File: src/common/tdsl_cfg.svh
// tdsl_cfg.svh: register offsets, field positions, reset values, threshold scale
// assumes: included by bare name from the comparator, top and sim files
`ifndef TDSL_CFG_SVH
`define TDSL_CFG_SVH

`define TDSL_ADDR_W 6
`define TDSL_SAMPLE_W 16
`define TDSL_OFS_TAP_THRESHOLD 6'h1D
`define TDSL_OFS_TAP_DURATION 6'h21
`define TDSL_OFS_TAP_LATENCY 6'h22
`define TDSL_OFS_SECOND_WINDOW 6'h23
`define TDSL_OFS_TAP_AXIS_CTRL 6'h2A
`define TDSL_OFS_SOURCE_STATUS 6'h2B
`define TDSL_OFS_IRQ_ENABLE 6'h2E
`define TDSL_OFS_IRQ_SOURCE 6'h30
`define TDSL_REG_RESET 8'h00
// irq enable / source bit positions
`define TDSL_IRQ_DATA_READY 7
`define TDSL_IRQ_SINGLE_TAP 6
`define TDSL_IRQ_DOUBLE_TAP 5
`define TDSL_IRQ_ACTIVITY 4
`define TDSL_IRQ_INACTIVITY 3
`define TDSL_IRQ_FREE_FALL 2
`define TDSL_IRQ_WATERMARK 1
`define TDSL_IRQ_OVERRUN 0
// flags cleared by a source read, and by a data read
`define TDSL_CLR_ON_SRC_READ 8'h7C
`define TDSL_CLR_ON_DATA_READ 8'h83
// tap axis control fields
`define TDSL_AXIS_SUPPRESS 3
// source status fields
`define TDSL_STAT_ACT_LSB 4
`define TDSL_STAT_ASLEEP 3
`define TDSL_STAT_TAP_LSB 0
// threshold lsb sits this many bits above the sample lsb
`define TDSL_THR_SHIFT 4
`endif

File: src/common/tdsl_pkg.sv
// tdsl_pkg: state types of the tap detector and the activity link
// assumes: compiled before every other tdsl file
package tdsl_pkg;

    typedef enum logic [2:0] {
        TDSL_TAP_IDLE,
        TDSL_TAP_FIRST,
        TDSL_TAP_LATENCY,
        TDSL_TAP_WINDOW,
        TDSL_TAP_SECOND,
        TDSL_TAP_WAIT_LOW
    } tdsl_tap_state_t;

    typedef enum logic {
        TDSL_SEEK_INACTIVITY,
        TDSL_SEEK_ACTIVITY
    } tdsl_link_state_t;

endpackage : tdsl_pkg

File: src/common/tdsl_core_if.sv
// tdsl_core_if: carrier between the top and its comparator and link modules
// assumes: one clock; all members driven on clk_sys_i
`timescale 1ns/1ps
`default_nettype none
interface tdsl_core_if;
    logic [2:0] axis_hit;
    logic act_det;
    logic inact_det;
    logic link_en;
    logic autosleep_en;
    logic act_pending;
    logic act_evt;
    logic inact_evt;
    logic asleep;

    modport cmp_mp (output axis_hit);
    modport link_mp (input act_det, inact_det, link_en, autosleep_en, act_pending,
                     output act_evt, inact_evt, asleep);
    modport top_mp (input axis_hit, act_evt, inact_evt, asleep,
                    output act_det, inact_det, link_en, autosleep_en, act_pending);
endinterface : tdsl_core_if
`default_nettype wire

File: src/tdsl_axis_cmp.sv
// tdsl_axis_cmp: per-axis magnitude against the tap threshold
// assumes: raw samples are two's complement and unfiltered
`timescale 1ns/1ps
`default_nettype none
`include "tdsl_cfg.svh"
module tdsl_axis_cmp
    import tdsl_pkg::*;
(
    // samples
    input wire logic [3*`TDSL_SAMPLE_W-1:0] samp_xyz_i,
    // control
    input wire logic [7:0] thr_i,
    input wire logic [2:0] axis_en_i,
    // result
    tdsl_core_if.cmp_mp core
);

    wire [`TDSL_SAMPLE_W-1:0] thr_scaled = {{(`TDSL_SAMPLE_W-8-`TDSL_THR_SHIFT){1'b0}},
                                            thr_i, {`TDSL_THR_SHIFT{1'b0}}};

    genvar g;
    generate
        for (g = 0; g < 3; g++) begin : g_axis
            wire [`TDSL_SAMPLE_W-1:0] s = samp_xyz_i[g*`TDSL_SAMPLE_W +: `TDSL_SAMPLE_W];
            // magnitude of the most negative code wraps to itself, still huge
            wire [`TDSL_SAMPLE_W-1:0] mag = s[`TDSL_SAMPLE_W-1] ? (~s + 1'b1) : s;
            assign core.axis_hit[2-g] = axis_en_i[2-g] && (mag > thr_scaled);
        end
    endgenerate

endmodule : tdsl_axis_cmp
`default_nettype wire

File: src/tdsl_act_link.sv
// tdsl_act_link: activity/inactivity alternation and autosleep interlock
// assumes: detector pulses arrive one cycle wide on the sample strobe
`timescale 1ns/1ps
`default_nettype none
module tdsl_act_link
    import tdsl_pkg::*;
(
    // clock and reset
    input wire logic clk_sys_i,
    input wire logic sys_rst_i,
    // core carrier
    tdsl_core_if.link_mp core
);

    tdsl_link_state_t seek;
    logic asleep;

    wire seek_act = !core.link_en || (seek == TDSL_SEEK_ACTIVITY);
    wire seek_inact = !core.link_en || (seek == TDSL_SEEK_INACTIVITY);
    wire act_hit = core.act_det && seek_act;
    wire inact_hit = core.inact_det && seek_inact;
    // an uncleared activity flag holds the part awake
    wire go_sleep = inact_hit && core.link_en && core.autosleep_en && !core.act_pending;

    assign core.act_evt = act_hit;
    assign core.inact_evt = inact_hit;
    assign core.asleep = asleep;

    always_ff @(posedge clk_sys_i or posedge sys_rst_i) begin
        if (sys_rst_i) begin
            seek <= TDSL_SEEK_INACTIVITY;
            asleep <= 1'b0;
        end else begin
            if (inact_hit) begin
                seek <= TDSL_SEEK_ACTIVITY;
            end else if (act_hit) begin
                seek <= TDSL_SEEK_INACTIVITY;
            end
            if (act_hit || !core.autosleep_en) begin
                asleep <= 1'b0;
            end else if (go_sleep) begin
                asleep <= 1'b1;
            end
        end
    end

endmodule : tdsl_act_link
`default_nettype wire

File: src/tdsl_top.sv
// tdsl_top: tap detection, activity link, sleep status and event flags
// assumes: samples and detector pulses come from logic on clk_sys_i;
// the register port is driven by the serial port logic on the same clock
`timescale 1ns/1ps
`default_nettype none
`include "tdsl_cfg.svh"

module tdsl_top
    import tdsl_pkg::*;
(
    // clock and reset
    input wire logic clk_sys_i,
    input wire logic sys_rst_i,
    // unfiltered samples at the internal rate
    input wire logic samp_tick_i,
    input wire logic [`TDSL_SAMPLE_W-1:0] samp_x_i,
    input wire logic [`TDSL_SAMPLE_W-1:0] samp_y_i,
    input wire logic [`TDSL_SAMPLE_W-1:0] samp_z_i,
    // upstream motion and data-path events
    input wire logic act_det_i,
    input wire logic [2:0] act_axis_i,
    input wire logic inact_det_i,
    input wire logic free_fall_i,
    input wire logic data_ready_i,
    input wire logic watermark_i,
    input wire logic overrun_i,
    input wire logic data_read_i,
    // loose control bits
    input wire logic link_en_i,
    input wire logic autosleep_en_i,
    // register port
    input wire logic [`TDSL_ADDR_W-1:0] reg_addr_i,
    input wire logic reg_wr_i,
    input wire logic [7:0] reg_wdata_i,
    input wire logic reg_rd_i,
    output logic [7:0] reg_rdata_o,
    // status
    output logic irq_o,
    output logic asleep_o
);

    tdsl_core_if core ();

    // register storage
    logic [7:0] tap_threshold_level;
    logic [7:0] tap_duration_limit;
    logic [7:0] tap_latency_time;
    logic [7:0] second_tap_window;
    logic [7:0] tap_axis_control;
    logic [7:0] irq_enable_mask;
    logic [7:0] irq_source_flags;
    logic [2:0] act_axes;
    logic [2:0] tap_axes;

    // tap engine
    tdsl_tap_state_t tap_state;
    tdsl_tap_state_t next_tap_state;
    logic [8:0] tap_cnt;
    logic [8:0] next_tap_cnt;
    logic [2:0] first_axes;
    logic [2:0] next_first_axes;
    logic single_evt;
    logic double_evt;

    // register decode
    wire wr_thr = reg_wr_i && (reg_addr_i == `TDSL_OFS_TAP_THRESHOLD);
    wire wr_dur = reg_wr_i && (reg_addr_i == `TDSL_OFS_TAP_DURATION);
    wire wr_lat = reg_wr_i && (reg_addr_i == `TDSL_OFS_TAP_LATENCY);
    wire wr_win = reg_wr_i && (reg_addr_i == `TDSL_OFS_SECOND_WINDOW);
    wire wr_axes = reg_wr_i && (reg_addr_i == `TDSL_OFS_TAP_AXIS_CTRL);
    wire wr_ie = reg_wr_i && (reg_addr_i == `TDSL_OFS_IRQ_ENABLE);
    wire rd_src = reg_rd_i && (reg_addr_i == `TDSL_OFS_IRQ_SOURCE);

    wire [7:0] status_view = {1'b0, act_axes, core.asleep, tap_axes};

    wire [7:0] rd_mux =
        (reg_addr_i == `TDSL_OFS_TAP_THRESHOLD) ? tap_threshold_level :
        (reg_addr_i == `TDSL_OFS_TAP_DURATION) ? tap_duration_limit :
        (reg_addr_i == `TDSL_OFS_TAP_LATENCY) ? tap_latency_time :
        (reg_addr_i == `TDSL_OFS_SECOND_WINDOW) ? second_tap_window :
        (reg_addr_i == `TDSL_OFS_TAP_AXIS_CTRL) ? tap_axis_control :
        (reg_addr_i == `TDSL_OFS_SOURCE_STATUS) ? status_view :
        (reg_addr_i == `TDSL_OFS_IRQ_ENABLE) ? irq_enable_mask :
        (reg_addr_i == `TDSL_OFS_IRQ_SOURCE) ? irq_source_flags :
        8'h00;

    // comparator and link
    tdsl_axis_cmp u_cmp (
        .samp_xyz_i ({samp_z_i, samp_y_i, samp_x_i}),
        .thr_i (tap_threshold_level),
        .axis_en_i (tap_axis_control[2:0]),
        .core (core.cmp_mp)
    );

    tdsl_act_link u_link (
        .clk_sys_i (clk_sys_i),
        .sys_rst_i (sys_rst_i),
        .core (core.link_mp)
    );

    assign core.act_det = act_det_i;
    assign core.inact_det = inact_det_i;
    assign core.link_en = link_en_i;
    assign core.autosleep_en = autosleep_en_i;
    assign core.act_pending = irq_source_flags[`TDSL_IRQ_ACTIVITY];

    // tap conditions, valid only on a sample tick
    wire present = |core.axis_hit;
    wire double_on = irq_enable_mask[`TDSL_IRQ_DOUBLE_TAP];
    // zero latency or window leaves the double tap disabled
    wire double_ready = double_on && (tap_latency_time != 8'h00)
                        && (second_tap_window != 8'h00);
    wire suppress = tap_axis_control[`TDSL_AXIS_SUPPRESS];
    wire [8:0] cnt_inc = tap_cnt + 9'h001;
    wire over_dur = (cnt_inc > {1'b0, tap_duration_limit});
    wire lat_done = (cnt_inc >= {1'b0, tap_latency_time});
    wire win_done = (cnt_inc >= {1'b0, second_tap_window});

    // tap sequencer
    always_comb begin
        next_tap_state = tap_state;
        next_tap_cnt = tap_cnt;
        next_first_axes = first_axes;
        single_evt = 1'b0;
        double_evt = 1'b0;
        if (samp_tick_i) begin
            unique case (tap_state)
                TDSL_TAP_IDLE: begin
                    if (present) begin
                        next_tap_state = TDSL_TAP_FIRST;
                        next_tap_cnt = 9'h001;
                        next_first_axes = core.axis_hit;
                    end
                end
                TDSL_TAP_FIRST: begin
                    if (present) begin
                        next_tap_cnt = cnt_inc;
                        if (over_dur) begin
                            next_tap_state = TDSL_TAP_WAIT_LOW;
                        end
                    end else if (double_ready) begin
                        next_tap_state = TDSL_TAP_LATENCY;
                        next_tap_cnt = 9'h000;
                    end else begin
                        single_evt = 1'b1;
                        next_tap_state = TDSL_TAP_IDLE;
                    end
                end
                TDSL_TAP_LATENCY: begin
                    next_tap_cnt = cnt_inc;
                    if (suppress && present) begin
                        single_evt = 1'b1;
                        next_tap_state = TDSL_TAP_WAIT_LOW;
                    end else if (lat_done) begin
                        next_tap_state = TDSL_TAP_WINDOW;
                        next_tap_cnt = 9'h000;
                    end
                end
                TDSL_TAP_WINDOW: begin
                    if (present && (tap_cnt == 9'h000)) begin
                        single_evt = 1'b1;
                        next_tap_state = TDSL_TAP_WAIT_LOW;
                    end else if (present) begin
                        next_tap_state = TDSL_TAP_SECOND;
                        next_tap_cnt = 9'h001;
                    end else if (win_done) begin
                        single_evt = 1'b1;
                        next_tap_state = TDSL_TAP_IDLE;
                    end else begin
                        next_tap_cnt = cnt_inc;
                    end
                end
                TDSL_TAP_SECOND: begin
                    if (present) begin
                        next_tap_cnt = cnt_inc;
                        if (over_dur) begin
                            single_evt = 1'b1;
                            next_tap_state = TDSL_TAP_WAIT_LOW;
                        end
                    end else begin
                        single_evt = 1'b1;
                        double_evt = 1'b1;
                        next_tap_state = TDSL_TAP_IDLE;
                    end
                end
                TDSL_TAP_WAIT_LOW: begin
                    if (!present) begin
                        next_tap_state = TDSL_TAP_IDLE;
                    end
                end
            endcase
        end
    end

    // flag set terms; set wins over any clear in the same cycle
    wire single_set = single_evt && irq_enable_mask[`TDSL_IRQ_SINGLE_TAP];
    wire double_set = double_evt && irq_enable_mask[`TDSL_IRQ_DOUBLE_TAP];
    wire act_set = core.act_evt && irq_enable_mask[`TDSL_IRQ_ACTIVITY];
    wire inact_set = core.inact_evt && irq_enable_mask[`TDSL_IRQ_INACTIVITY];
    wire ff_set = free_fall_i && irq_enable_mask[`TDSL_IRQ_FREE_FALL];
    // data-path flags set regardless of enable
    wire [7:0] flag_set = {data_ready_i, single_set, double_set, act_set,
                           inact_set, ff_set, watermark_i, overrun_i};
    wire [7:0] flag_clr = (rd_src ? `TDSL_CLR_ON_SRC_READ : 8'h00)
                          | (data_read_i ? `TDSL_CLR_ON_DATA_READ : 8'h00);
    wire [7:0] next_flags = (irq_source_flags & ~flag_clr) | flag_set;

    // sample-ready never raises the line while asleep
    wire [7:0] irq_gate = irq_enable_mask
                          & ~({core.asleep, 7'h00});
    wire next_irq = |(next_flags & irq_gate);

    // tap axis latch; only taps overwrite it, nothing clears it
    wire tap_report = single_set || double_set;

    always_ff @(posedge clk_sys_i or posedge sys_rst_i) begin
        if (sys_rst_i) begin
            tap_threshold_level <= `TDSL_REG_RESET;
            tap_duration_limit <= `TDSL_REG_RESET;
            tap_latency_time <= `TDSL_REG_RESET;
            second_tap_window <= `TDSL_REG_RESET;
            tap_axis_control <= `TDSL_REG_RESET;
            irq_enable_mask <= `TDSL_REG_RESET;
        end else begin
            if (wr_thr) tap_threshold_level <= reg_wdata_i;
            if (wr_dur) tap_duration_limit <= reg_wdata_i;
            if (wr_lat) tap_latency_time <= reg_wdata_i;
            if (wr_win) second_tap_window <= reg_wdata_i;
            if (wr_axes) tap_axis_control <= reg_wdata_i;
            if (wr_ie) irq_enable_mask <= reg_wdata_i;
        end
    end

    always_ff @(posedge clk_sys_i or posedge sys_rst_i) begin
        if (sys_rst_i) begin
            tap_state <= TDSL_TAP_IDLE;
            tap_cnt <= 9'h000;
            first_axes <= 3'h0;
        end else begin
            tap_state <= next_tap_state;
            tap_cnt <= next_tap_cnt;
            first_axes <= next_first_axes;
        end
    end

    always_ff @(posedge clk_sys_i or posedge sys_rst_i) begin
        if (sys_rst_i) begin
            tap_axes <= 3'h0;
            act_axes <= 3'h0;
        end else begin
            if (tap_report) begin
                tap_axes <= first_axes;
            end
            if (act_set) begin
                act_axes <= act_axis_i;
            end
        end
    end

    always_ff @(posedge clk_sys_i or posedge sys_rst_i) begin
        if (sys_rst_i) begin
            irq_source_flags <= 8'h00;
            irq_o <= 1'b0;
        end else begin
            irq_source_flags <= next_flags;
            irq_o <= next_irq;
        end
    end

    // read data held until the next read
    always_ff @(posedge clk_sys_i or posedge sys_rst_i) begin
        if (sys_rst_i) begin
            reg_rdata_o <= 8'h00;
            asleep_o <= 1'b0;
        end else begin
            if (reg_rd_i) begin
                reg_rdata_o <= rd_mux;
            end
            asleep_o <= core.asleep;
        end
    end

endmodule : tdsl_top
`default_nettype wire

File: config.mk
export PLATFORM = sky130hd
export DESIGN_NAME = tdsl_top
export DESIGN_NICKNAME = d
export VERILOG_FILES = /design/src/common/tdsl_pkg.sv /design/src/common/tdsl_core_if.sv /design/src/tdsl_axis_cmp.sv /design/src/tdsl_act_link.sv /design/src/tdsl_top.sv
export VERILOG_INCLUDE_DIRS = /design/src /design/src/common
export SDC_FILE = /design/constraint.sdc
export NUM_CORES = 1
export LEC_CHECK = 0
export BUFFER_PORTS_ARGS = -buffer_cell sky130_fd_sc_hd__clkbuf_2
export CAP_MARGIN = 20
export CORE_ASPECT_RATIO = 0.75
export CORE_MARGIN = 2
export CORE_UTILIZATION = 29
export CTS_CLUSTER_SIZE = 14
export DETAILED_ROUTE_END_ITERATION = 10
export GPL_TIMING_DRIVEN = 0
export PLACE_DENSITY = 0.48
export SETUP_SLACK_MARGIN = 0.5
export SLEW_MARGIN = 20
export SYNTH_ARGS = -nofsm -noshare
export SYNTH_HDL_FRONTEND = slang
export SYNTH_SLANG_ARGS = --single-unit
File: constraint.sdc
create_clock -name clk_sys_i -period 4.3 [get_ports clk_sys_i]
set_input_delay 0.215 -clock clk_sys_i [delete_from_list [all_inputs] [get_ports clk_sys_i]]
set_output_delay 0.215 -clock clk_sys_i [all_outputs]
set_load 0.02 [all_outputs]
==> metrics, run 1 <==
status=finished, final reports clean; met2 usage=approximately a quarter; Yosys top cell area share=between 30 and 40%; cells on worst reg2reg path=12; global route total overflow=0; CTS tree=built; worst reg2reg path endpoint=tap_axes[1]$_DFFE_PP0P_; met3 Usage GRT=~3.2%; fin. max-slew vios=0; DR DRC count=0; clk root buf=clkbuf_16; core area=between 20,000 and 25,000 um^2; Post-Syn Instances=~640; TritonRoute pass-1 iters=8; crit path capture=tap_axes[1]$_DFFE_PP0P_; IO Count=89; Warnings, synthesis=0; vias per cell=about 5.2; Tcrit/Tclk final=between 90% and 100%; crit path capture type=flop; area of the multi-input gates=just under 4000 um^2; number of library cell types mapped by synthesis=between 60 and 70; Setup CP Type=in2reg; CTS Buf Count=9; first-pass GRT wire length=around 30,000 um; Slew headroom=between 40% and 50%; sequential element share of the synthesized area=35.9%; clk buf depth=2; grt met1 use=a little over a quarter; vias in the first global route=5,041; Mapped Area=6200 um^2; WP data required=4.53 ns; CTS clk-pin slew, worst paths=approximately 0.070 ns; share of layout cells above drive strength 1=between 20% and 30%; placed cell area=slightly above 7000 um^2; # port buffers=between 80 and 90; Net Count, Synth=between 700 and 800; # diodes=0; Clock Latency Late Sink=between 0.3 and 0.4 ns; Final min period=between 3 and 4 ns; Worst-Margin Slew=0.774 ns; GRT Total Usage=approximately 17%; Max Fclk=~260 MHz; nets=875; largest net degree at the start of global routing=69; final count of hold timing violations=0; initial antenna violation count=0; synthesized area per cell=~9.6 um^2; post-route cell area=between 7000 and 8000 um^2; Vias=5,371; CP Launch Point=samp_z_i[6]; row count=46; ys flop type=dfrtp_1; DRT iter0 DRCs=roughly 420; VDD IR max=between 150 and 200 uV; CTS Sinks=89; post-DR wirelength/cell=~18 um; die height=approximately 130 um; final setup vio count=0; synthesis-stage register bit count=around 90; H-Tree Depth=3; starting density of the core=29.4%; Max Cap Violations=0; PwrDens=around 430 nW/um^2; Die Width=roughly 170 um; die area=approximately 23,000 um^2; r2r setup slk=slightly below 0.5 ns; Synth area leader=dfrtp_1; r2r startpoint=tap_cnt[2]$_DFFE_PP0P_; register area=approximately 2200 um^2; final setup skew=0.0110 ns; Hold Crit Class=in2reg; antenna-violating nets left=0; Startpoint Class=input port; Setup TNS=0 ns; Leak=3.36 nW; Synth async-reset ratio=100%; Routed WL=approximately 19,000 um; Post-synth EDFFs=0; post-DP HPWL=between 10,000 and 15,000 um; CP arrival=roughly 4.1 ns; RSZ-0062 raised after global routing=true; top post-synthesis cells by area=dfrtp_1, mux2_2, ha_1, nand2_1, xnor2_1; GP Congestion=around 0.9; GR peak layer=met1; Area Growth Syn to Fin=22.5%; fillcell total=about 2,200; largest fanout on the critical path=4
worst max-delay path: stages:
cell      delay [ns]
buf_8           0.10
or4_1           0.51
or3_4           0.43
nand2_4         0.08
xnor2_2         0.07
ha_1            0.31
a211o_1         0.31
a211oi_2        0.31
nand3_1         0.14
a22o_4          0.31
a222oi_1        0.33
buf_4           0.21
mux2i_4         0.08
a22oi_2         0.35
mux2_4          0.33
kinds of logic after synthesis:
group                      Yosys count  synth area share, %
and+or+nand+nor                    193                 16.4
xor gates and xnor gates            31                 4.38
buffers and inverters               65                 4.06
muxes                               72                 12.8
AOI/OAI and AO/OA                  143                 16.3
DFF                                 89                 35.9
adders and majority gates           50                 10.1
final cells by class:
class | count | share of cell area, %
Buffer | 20 | 1.19
Clock buffer | 10 | 3.15
Clock inverter | 6 | 0.643
Inverter | 45 | 2.29
Multi-Input combinational cell | 490 | 51.7
Sequential cell | 89 | 29.3
Tap cell | 288 | 4.75
Timing Repair Buffer | 91 | 6.94
stage by stage:
step	instances	utilization [%]	worst slack, ns	hold slack (ns)	power [W]
finish	1039	36.0	0.424	0.0749	0.00329
global route	1039	36.0	0.285	0.0700	0.00353
CTS	1033	35.2	0.499	0.0649	0.00323
detailed placement	1015	33.6	-0.213	0.181	0.00241
global placement	1013	33.3	-0.206	0.440	0.00241
floorplan	643	-	0.384	0.311	0.00201
per-layer routing:
metal,part of all wire (%),up-vias
met5,0,-
met4,1.0,0
met3,5.2,16
met2,40,123
met1,53,2612
li1,-,2620
synthesized netlist by cell type (9+ instances only):
master / instances
dfrtp_1: 89
mux2_2: 60
nand2_1: 58
ha_1: 50
inv_1: 44
o21ai_0: 33
nor2_1: 31
xnor2_1: 23
a21oi_1: 19
clkbuf_1: 15
nand3_1: 14
nand4_1: 13
mux2i_1: 12
a31oi_1: 10
nor4_1: 10
a222oi_1: 9
nor2b_1: 9
nor3_1: 9
what timing repair did:
action                                  CTS  global route
hold buffers                              1             0
endpoints found under the hold margin    21             0
resized for setup                         7            27
gates cloned                              0             1
pin swaps                                 3            14
endpoints found under the setup margin   20            19
buffers inserted                          1             5
worst min path at each step:
stage / start / slack [ns] / depth (start not counted) / to
after floorplan: act_det_i / 0.31 / 1 / u_link.seek$_DFFE_PP0P_
after global placement: act_det_i / 0.44 / 2 / u_link.seek$_DFFE_PP0P_
after detailed placement: sys_rst_i / 0.18 / 2 / tap_latency_time[4]$_DFFE_PP0P_
after CTS: act_det_i / 0.06 / 2 / u_link.seek$_DFFE_PP0P_
after global routing: act_det_i / 0.07 / 2 / u_link.seek$_DFFE_PP0P_
final: act_det_i / 0.07 / 2 / u_link.seek$_DFFE_PP0P_
sequential cells by signal, indices dropped and copies added (netlist names), 3 cells and up:
name,count
tap_threshold_level,8
tap_state,3
reg_rdata_o,8
irq_source_flags,8
tap_latency_time,8
tap_axis_control,8
second_tap_window,8
first_axes,3
tap_cnt,9
act_axes,3
irq_enable_mask,8
tap_duration_limit,8
tap_axes,3
power by group:
part           internal, W  total (W)  switching [W]
combinational     0.000596    0.00135       0.000759
sequential        0.000991    0.00115       0.000155
clock             0.000415   0.000787       0.000371
total              0.00200    0.00329        0.00129
cells in the final DEF (no fill, tap or decap), types with 10 or more instances in the layout:
master,count
a21oi_1,19
a31oi_1,10
clkbuf_1,15
clkbuf_2,80
dfrtp_1,88
ha_1,50
inv_1,43
mux2_2,55
mux2i_1,10
nand2_1,57
nand3_1,14
nand4_1,13
nor2_1,29
nor4_1,10
o21ai_0,29
xnor2_1,20
No activity file was read; power rests on OpenSTA's default activity.
==> inputs of run 2 (changes only) <==
--- a/config.mk
+++ b/config.mk
@@ -9,7 +9,7 @@
 export BUFFER_PORTS_ARGS = -buffer_cell sky130_fd_sc_hd__clkbuf_2
 export CAP_MARGIN = 20
 export CORE_ASPECT_RATIO = 0.75
-export CORE_MARGIN = 2
+export CORE_MARGIN = 4
 export CORE_UTILIZATION = 29
 export CTS_CLUSTER_SIZE = 14
 export DETAILED_ROUTE_END_ITERATION = 10
==> run 2 against run 1 <==
  * Clock power up 8.1%
  * Critical path type unchanged
  * Sequential share of layout area up 0.12 points
  * Utilization is 0.17 points lower
  * Total power is 1.8% higher
  * Critical path depth stayed put
  * Fmax rose by 1.4%
  * Cell area fell by 0.48%
  * Count of clock-buffer cells in the layout down 1
  * Via count down 0.73%
==> metrics, run 2 (synthesis results as in run 1) <==
vias in the first global route=5,185; Slew headroom=49.5%; clk root buf=clkbuf_16; Area Growth Syn to Fin=21.9%; most frequent cells in the layout=dfrtp_1, clkbuf_2, mux2_2; IO Count=89; Routed WL=between 15,000 and 20,000 um; commonest non-fill, non-tap cell in the layout=dfrtp_1; Leak=~3.4 nW; # diodes=0; Vias=about 5,300; CTS Sinks=89; GRT Total Usage=between 10% and 20%; DRT iter0 DRCs=330; vias per cell=between 5 and 6; die area=approximately 24,000 um^2; post-DP HPWL=approximately 15,000 um; CTS clk-pin slew, worst paths=approximately 0.070 ns; Max Cap Violations=0; final setup margin=0.478 ns; antenna-violating nets left=0; first-pass GRT wire length=29,600 um; Final min period=~3.8 ns; WP data required=4.53 ns; dpl ws=-0.199 ns; H-Tree Depth=3; r2r startpoint=tap_cnt[2]$_DFFE_PP0P_; Clock Latency Late Sink=0.35 ns; CTS tree=built; CP arrival=a little over 4 ns; Die Width=approximately 180 um; Tcrit/Tclk final=88.9%; DR DRC count=0; post-DR wirelength/cell=18.2 um; Max Fclk=262 MHz; worst reg2reg path endpoint=tap_axes[0]$_DFFE_PP0P_; Final Power=0.00334 W; TritonRoute pass-1 iters=5; global route total overflow=0; initial antenna violation count=0; Setup CP Type=in2reg; Setup TNS=0 ns; clk buf depth=2; final setup vio count=0; crit path capture=tap_axes[0]$_DFFE_PP0P_; status=finished, final reports clean; cells on worst reg2reg path=12; Hold Crit Class=in2reg; core area=21,100 um^2; GP Congestion=0.873; largest net degree at the start of global routing=49; nets=876; RSZ-0062 raised after global routing=true; Reg with most FFs=tap_cnt; Worst-Margin Slew=around 0.75 ns; crit path capture type=flop; CTS Buf Count=9; placed cell area=about 7100 um^2; post-route cell area=roughly 7600 um^2; row count=46; PwrDens=around 440 nW/um^2; max FFs per register=9; largest fanout on the critical path=6; final setup skew=roughly 0.011 ns; r2r setup slk=~0.5 ns; starting density of the core=between 20% and 30%; VDD IR max=233 uV; fin. max-slew vios=0; # port buffers=82; share of layout cells above drive strength 1=between 20% and 30%; die height=135 um; final count of hold timing violations=0; Startpoint Class=input port; CP Launch Point=samp_z_i[3]
## run 2: cell type report
cell class / instances / area, um^2
Clock buffer: 9 / 225
Tap cell: 288 / 360
Buffer: 20 / 93.8
Fill cell: 2225 / 13500
Sequential cell: 89 / 2230
Multi-Input combinational cell: 489 / 3850
Clock inverter: 7 / 92.6
Inverter: 45 / 174
Timing Repair Buffer: 93 / 531
## run 2: per-stage QoR
stage	std cells	util, %	hold slack [ns]
2_1_floorplan	643	-	0.311
3_3_place_gp	1013	33.3	0.439
3_5_place_dp	1016	33.6	0.257
4_1_cts	1037	35.4	0.0702
5_1_grt	1040	35.9	0.0721
6_report	1040	35.9	0.0840
## run 2: worst min path at each step
stage                             start                               to  slack (ns)  cells past startpoint
after CTS                     act_det_i          u_link.seek$_DFFE_PP0P_        0.07                      2
after global placement        act_det_i          u_link.seek$_DFFE_PP0P_        0.44                      2
after detailed placement      sys_rst_i  tap_latency_time[6]$_DFFE_PP0P_        0.26                      2
after floorplan               act_det_i          u_link.seek$_DFFE_PP0P_        0.31                      1
final                         act_det_i          u_link.seek$_DFFE_PP0P_        0.08                      2
after global routing      act_axis_i[2]          act_axes[2]$_DFFE_PP0P_        0.07                      2
## run 2: critical path: stages
cell	delay [ns]
clkbuf_2	0.08
or4_4	0.56
or4_1	0.43
o21ai_1	0.16
xnor2_1	0.12
ha_1	0.19
a211o_1	0.30
a211oi_2	0.23
nand3_1	0.11
a22o_1	0.31
a222oi_1	0.36
buf_4	0.21
mux2i_2	0.27
a22oi_2	0.18
mux2_4	0.33
## run 2: metal layers
layer  up-vias  global-route usage, %  share of wire, %
met5         -                      0                 0
met4         0                   3.26              0.90
met3        16                   2.60               4.9
met2       130                   22.6                41
met1      2558                   25.5                53
li1       2628                      -                 -
## run 2: report_power, final
part	internal [W]	switching [W]
Combinational	0.000598	0.000753
Clock	0.000468	0.000384
Sequential	0.000989	0.000154
## run 2: timing repair
| item | in CTS | in global routing |
|---|---|---|
| endpoints found under the hold margin | 41 | 0 |
| setup buffers | 4 | 3 |
| endpoints found under the setup margin | 20 | 19 |
| hold buffers | 1 | 0 |
| resized for setup | 4 | 22 |
| pin swaps | 3 | 6 |
